<file path="src/design/elpl_pkg.sv">
// shared constants and types for the embosser line packet link
package elpl_pkg;
   localparam int          DOTS_PER_LINE = 40;
   localparam int          IDX_W         = 6;
   localparam logic [7:0]  CH_START      = 8'h21; // '!'
   localparam logic [7:0]  CH_END        = 8'h2a; // '*'
   localparam logic [7:0]  CH_ACK        = 8'h41; // 'A'
   localparam logic [7:0]  CH_ERR        = 8'h45; // 'E'
   localparam logic [7:0]  CH_CANCEL     = 8'h43; // 'C'
   localparam logic [7:0]  CH_EOD        = 8'h04; // end-of-data indicator
   localparam logic [7:0]  CH_EOP        = 8'h0c; // end-of-page indicator

   typedef enum logic [4:0] {
      ELPL_SEND_ACK = 5'b00001,
      ELPL_HUNT     = 5'b00010,
      ELPL_FILL     = 5'b00100,
      ELPL_SEND_ERR = 5'b01000,
      ELPL_DONE     = 5'b10000
   } elpl_state_type;

   typedef struct packed {
      logic       valid;
      logic [7:0] data;
   } elpl_byte_type;

   typedef struct packed {
      logic                  valid;
      logic [IDX_W-1:0]      addr;
      logic [7:0]            data;
   } elpl_wr_type;
endpackage : elpl_pkg

</file>
<file path="src/design/elpl_line_mem.sv">
// line buffer holding the dot values of one packet
module elpl_line_mem
   import elpl_pkg::*;
(
   input  wire logic                 clock_i,
   input  wire elpl_pkg::elpl_wr_type wr_i,
   input  wire logic [elpl_pkg::IDX_W-1:0] rd_addr_i,
   output logic [7:0]                rd_data_o
);
   logic [7:0] mem [DOTS_PER_LINE];

   always_ff @(posedge clock_i) begin
      if (wr_i.valid) begin
         mem[wr_i.addr] <= wr_i.data;
      end
      rd_data_o <= mem[rd_addr_i];
   end
endmodule // elpl_line_mem

</file>
<file path="src/design/elpl_link.sv">
// device end of the byte-serial embosser line packet link
module elpl_link
   import elpl_pkg::*;
(
   input  wire logic                     clock_i,
   input  wire logic                     rst_n_i,
   input  wire elpl_pkg::elpl_byte_type  rx_i,
   input  wire logic                     tx_ready_i,
   input  wire logic                     stop_press_i,
   input  wire logic                     cancel_press_i,
   input  wire logic [elpl_pkg::IDX_W-1:0] line_rd_addr_i,
   output elpl_pkg::elpl_byte_type       tx_o,
   output logic                          stop_req_o,
   output logic                          cancel_req_o,
   output logic                          line_ready_o,
   output logic                          page_end_o,
   output logic                          session_end_o,
   output logic [7:0]                    line_rd_data_o
);
   typedef struct packed {
      elpl_state_type   state;
      logic [IDX_W-1:0] count;
      elpl_byte_type    tx;
      elpl_wr_type      wr;
      logic             stop_req;
      logic             cancel_req;
      logic             line_ready;
      logic             page_end;
      logic             session_end;
   } elpl_regs_type;

   // every register cleared except state, which starts in ELPL_SEND_ACK, so the first edge after reset queues the acknowledge
   localparam elpl_regs_type REGS_RESET = '{
      state:       ELPL_SEND_ACK,
      count:       '0,
      tx:          '0,
      wr:          '0,
      stop_req:    1'b0,
      cancel_req:  1'b0,
      line_ready:  1'b0,
      page_end:    1'b0,
      session_end: 1'b0
   };

   elpl_regs_type r;
   elpl_regs_type next_r;
   logic          tx_free;

   elpl_line_mem u_mem (
      .clock_i   (clock_i),
      .wr_i      (r.wr),
      .rd_addr_i (line_rd_addr_i),
      .rd_data_o (line_rd_data_o)
   );

   // a character can be queued once the previous one has been taken
   assign tx_free = !r.tx.valid || tx_ready_i;

   always_comb begin
      next_r = r;
      next_r.wr.valid = 1'b0;
      next_r.page_end = 1'b0;
      if (r.tx.valid && tx_ready_i) begin
         next_r.tx.valid = 1'b0;
      end
      if (stop_press_i) begin
         next_r.stop_req = !r.stop_req;
      end
      case (r.state)
         ELPL_SEND_ACK: begin
            // the page marker follows the end marker at once, so it is caught here too
            if (rx_i.valid && (rx_i.data == CH_EOP)) begin
               next_r.page_end = 1'b1;
            end
            // stopped: the buffered line is kept and the answer waits
            if (tx_free && !r.stop_req) begin
               next_r.tx = '{valid: 1'b1, data: CH_ACK};
               next_r.state = ELPL_HUNT;
               next_r.line_ready = 1'b0;
            end
         end
         ELPL_HUNT: begin
            if (rx_i.valid) begin
               if (rx_i.data == CH_START) begin
                  next_r.state = ELPL_FILL;
                  next_r.count = '0;
               end else if (rx_i.data == CH_EOD) begin
                  next_r.state = ELPL_DONE;
               end else if (rx_i.data == CH_EOP) begin
                  next_r.page_end = 1'b1;
               end
            end
         end
         ELPL_FILL: begin
            if (rx_i.valid) begin
               if (rx_i.data == CH_END) begin
                  next_r.state = ELPL_SEND_ACK;
                  next_r.line_ready = 1'b1;
               end else if (r.count == IDX_W'(DOTS_PER_LINE)) begin
                  next_r.state = ELPL_SEND_ERR;
               end else begin
                  next_r.wr = '{valid: 1'b1, addr: r.count, data: rx_i.data};
                  next_r.count = IDX_W'(r.count + 1'b1);
               end
            end
         end
         ELPL_SEND_ERR: begin
            if (tx_free) begin
               next_r.tx = '{valid: 1'b1, data: CH_ERR};
               next_r.count = '0;
               next_r.state = ELPL_HUNT;
            end
         end
         ELPL_DONE: begin
            if (tx_free && !r.session_end) begin
               next_r.tx = '{valid: 1'b1, data: CH_EOD};
               next_r.session_end = 1'b1;
            end
         end
         default: begin
            next_r.state = ELPL_SEND_ACK;
         end
      endcase
      // cancel overrides everything except page_end: tell the host, restart from the top
      if (cancel_press_i) begin
         next_r.state = ELPL_SEND_ACK;
         next_r.count = '0;
         next_r.wr.valid = 1'b0;
         next_r.stop_req = 1'b0;
         next_r.line_ready = 1'b0;
         next_r.session_end = 1'b0;
         next_r.cancel_req = 1'b1;
         next_r.tx = '{valid: 1'b1, data: CH_CANCEL};
      end else begin
         next_r.cancel_req = 1'b0;
      end
   end

   always_ff @(posedge clock_i or negedge rst_n_i) begin
      if (!rst_n_i) begin
         r <= REGS_RESET;
      end else begin
         r <= next_r;
      end
   end

   assign tx_o          = r.tx;
   assign stop_req_o    = r.stop_req;
   assign cancel_req_o  = r.cancel_req;
   assign line_ready_o  = r.line_ready;
   assign page_end_o    = r.page_end;
   assign session_end_o = r.session_end;
endmodule // elpl_link

</file>
<file path="config.mk">
export PLATFORM = sky130hd
export DESIGN_NAME = elpl_link
export DESIGN_NICKNAME = d
export VERILOG_FILES = /design/src/design/elpl_pkg.sv /design/src/design/elpl_line_mem.sv /design/src/design/elpl_link.sv
export SDC_FILE = /design/constraint.sdc
export NUM_CORES = 1
export LEC_CHECK = 0
export ABC_AREA = 1
export BUFFER_PORTS_ARGS = -buffer_cell sky130_fd_sc_hd__buf_2
export CAP_MARGIN = 25
export CORE_UTILIZATION = 48
export CTS_CLUSTER_SIZE = 30
export DETAILED_ROUTE_END_ITERATION = 16
export GPL_TIMING_DRIVEN = 0
export PLACE_DENSITY = 0.64
export SLEW_MARGIN = 20
export SYNTH_ARGS = -nofsm -noshare
export SYNTH_HDL_FRONTEND = slang
export SYNTH_HIERARCHICAL = 1
export SYNTH_SLANG_ARGS = --single-unit
</file>
<file path="constraint.sdc">
create_clock -name clock_i -period 2.11 [get_ports clock_i]
set_clock_uncertainty 0.15 [all_clocks]
set_input_delay 0.1055 -clock clock_i [delete_from_list [all_inputs] [get_ports clock_i]]
set_output_delay 0.1055 -clock clock_i [all_outputs]
set_load 0.01 [all_outputs]
</file>
==> results.json <==
{
  "period_needed_ns": 2.07,
  "cp_max_fo": 9,
  "pwr-share-comb_pct": 7.8,
  "grt_usage_pct": 25.0,
  "clk_latency_ns": 0.52,
  "worst_slack_ns": 0.0414,
  "clkPwrFrac_pct": 40.9,
  "reg2reg_setup_slack_ns": 0.04,
  "holdWs_ns": 0.0596,
  "overflow": 0,
  "drc": 0,
  "dp_slack_ns": -0.554,
  "multi_input_area_sq_um": 4300,
  "fillers": 2467,
  "antennaDiodeCount": 0,
  "io_pins": 42,
  "viasPerCell": 5.63,
  "synth-seq-cells": 363,
  "cts-buffers-inserted": 38,
  "wire_per_inst_um": 21.0,
  "initial_core_util_pct": 49.4,
  "synth.largest_area_cell": "edfxtp_1",
  "grt_pass1_wl_mm": 60.8,
  "dp_hpwl_mm": 26.3,
  "seq_area_frac_synth_pct": 69.8,
  "clk_pin_slew_worst_paths_ns": 0.06,
  "hold_viol": 0,
  "via_count": 10700,
  "vdd.ir_drop.worst_uv": 454,
  "grt_max_degree": 42,
  "ys_warn_count": 6,
  "maxSlewViolCount": 0,
  "tightest_slew_ns": 0.823,
  "r2r-start": "r[13]$_DFFE_PN0P_",
  "final-seq-area_sq_um": 10700,
  "layout-drive-gt1-share_pct": 17.6,
  "synthesis.area_sq_um": 15300,
  "cts.sinks": 363,
  "io_buffers": 31,
  "p_switching_mw": 3.47,
  "rr_worst_depth": 3,
  "synth_cells": 1364,
  "synth_top_area_share_pct": 63.0,
  "path_class": "flop to flop",
  "arrival_ns": 2.10,
  "crit_end": "u_mem/mem[8][3]$_DFFE_PP_",
  "rows": 64,
  "place.gp.congestion": 0.902,
  "cts_root_buffer": "clkbuf_16",
  "die_x_um": 180,
  "wl_mm": 39.9,
  "timing.fmax_mhz": 483,
  "layout_commonest_cell": "nand2_1",
  "rr_endpoint": "u_mem/mem[8][3]$_DFFE_PP_",
  "maxCapViolations": 0,
  "core_area_sq_um": 30900,
  "required_ns": 2.14,
  "grt_pass1_vias": 10400,
  "final_cell_mix": "nand2_1 (400), edfxtp_1 (320), nand3_1 (237), buf_2 (67), nor2_1 (66)",
  "rsz0062_at_grt": "false",
  "slew_headroom_pct": 45.1,
  "antenna_left": 0,
  "worstSetupStartpointType": "flop",
  "sw_frac_of_total_pct": 22.8,
  "leakage_nw": 6.38,
  "p_total_mw": 15.3,
  "syn_area_per_cell_sq_um": 11.2,
  "first_iter_violations": 1125,
  "tritoncts": "yes",
  "finalCritPeriodShare_pct": 98.0,
  "cts.htree.levels": 2,
  "final_nets": 1505,
  "antenna_found_initial": 0,
  "area_growth_pct": 17.9,
  "setup_viol": 0,
  "power_density_nw_per_um2": 848,
  "firstDrtPassIters": 5,
  "synthDistinctLibCells": 40,
  "p_int_mw": 11.8,
  "clockBufferDepth": 3,
  "status": "finished clean",
  "synthTopCellsByArea": "edfxtp_1 (63%), nand2_1 (9.9%), nand3_1 (7.9%)",
  "fp.dieH_um": 180,
  "setup.worst_path.end_class": "flop",
  "seqPwrFrac_pct": 51.3,
  "dieArea_sq_um": 32500,
  "crit_start": "r[13]$_DFFE_PN0P_",
  "hold_path_class": "input port to async pin"
}
==> flip-flops by register name (all words and copies together), names as in the netlist <==
register,flops
tx_o,4
stop_req_o,1
line_ready_o,1
page_end_o,1
u_mem/rd_data_o,8
cancel_req_o,1
u_mem/mem,320
session_end_o,1
r,26
==> cell families after synthesis <==
logic type / Yosys count / synth area share [%]
other cells: 1 / 0.0246
fa+ha+maj: 2 / 0.164
buf+inv: 126 / 4.34
compound gates: 83 / 3.24
simple gates: 787 / 22.3
xor+xnor: 2 / 0.115
flops: 363 / 69.8
==> critical path, stage by stage, from the launching register on <==
cell and delay, ns:
dfrtp_2 0.51, nor3_1 0.29, nand2_1 0.38, nor2_4 0.39
==> synth_stat cells <==
cell type  number
nand3_2         2
o21ai_1        20
ha_1            2
dfstp_2         1
edfxtp_1      320
buf_2          34
clkinv_2        1
dfrtp_1        34
xnor2_1         1
inv_1          29
nor2_2          4
nand3b_1        2
conb_1          1
nand2_4         1
nor2_1         99
o221ai_1        8
clkinv_1        1
nand2_1       401
clkbuf_1       20
nor2_4          4
o21ai_0        28
nand2_2         2
inv_4           1
buf_6          10
inv_2          11
xor2_1          1
buf_1           3
o22ai_1         8
buf_8           1
or2_1           1
buf_4          15
nand4_1        14
o211ai_1        8
nor3_1          9
nand3_4         1
dfxtp_1         8
nor4_1          6
o21ai_2         5
nand3_1       241
a21oi_1         6
==> metal layers <==
| metal | up-vias | global-route usage (%) | part of all wire, % |
|---|---|---|---|
| met5 | - | 0 | 0 |
| met2 | 468 | 40.9 | 47 |
| met3 | 84 | 3.42 | 7.7 |
| li1 | 5001 | - | - |
| met4 | 0 | 7.93 | 2.8 |
| met1 | 5159 | 34.8 | 42 |
==> final cells by class <==
type,instances,share of cell area (%)
sequential,363,59.3
buffer,80,2.72
tap,396,2.76
inverter,43,0.967
clock inverter,15,0.682
clock buffer,49,5.64
multi-input combinational,878,23.9
timing repair buffer,79,4.03
==> power groups by stage <==
stage / registers, mW / clock network [mW] / logic [mW]
2_1_floorplan: 7.98 / 0 / 0.774
3_3_place_gp: 7.97 / 0 / 1.13
3_5_place_dp: 7.97 / 0 / 1.15
4_1_cts: 7.83 / 6.34 / 1.18
5_1_grt: 7.83 / 6.63 / 1.31
6_report: 7.83 / 6.23 / 1.19
==> repair_timing <==
item	4_1_cts	5_1_grt
hold buffers	18	0
resized for setup	67	18
buffers inserted	15	4
hold endpoints to repair	68	0
pin swaps	6	2
setup endpoints to repair	317	194
==> stage by stage <==
step	cells	instance area, sq um	utilization, %	TNS [ns]
global placement	1794	15900	51.5	-98.09
CTS	1901	17900	57.9	-1.12
floorplan	1367	15300	-	-6.78
global route	1903	18000	58.2	0
detailed placement	1806	16200	52.3	-94.83
finish	1903	18000	58.2	0
==> how the worst min path moves through the flow <==
stage,start,cells after the start,end
3_3_place_gp,rst_n_i,1,r[36]$_DFFE_PN0P_
5_1_grt,rst_n_i,2,r[37]$_DFFE_PN0P_
2_1_floorplan,rst_n_i,0,cancel_req_o$_DFF_PN0_
3_5_place_dp,rst_n_i,1,stop_req_o$_DFFE_PN0P_
4_1_cts,rx_i[1],8,r[37]$_DFFE_PN0P_
6_report,rst_n_i,2,stop_req_o$_DFFE_PN0P_
(Power assumes the default switching activity.)
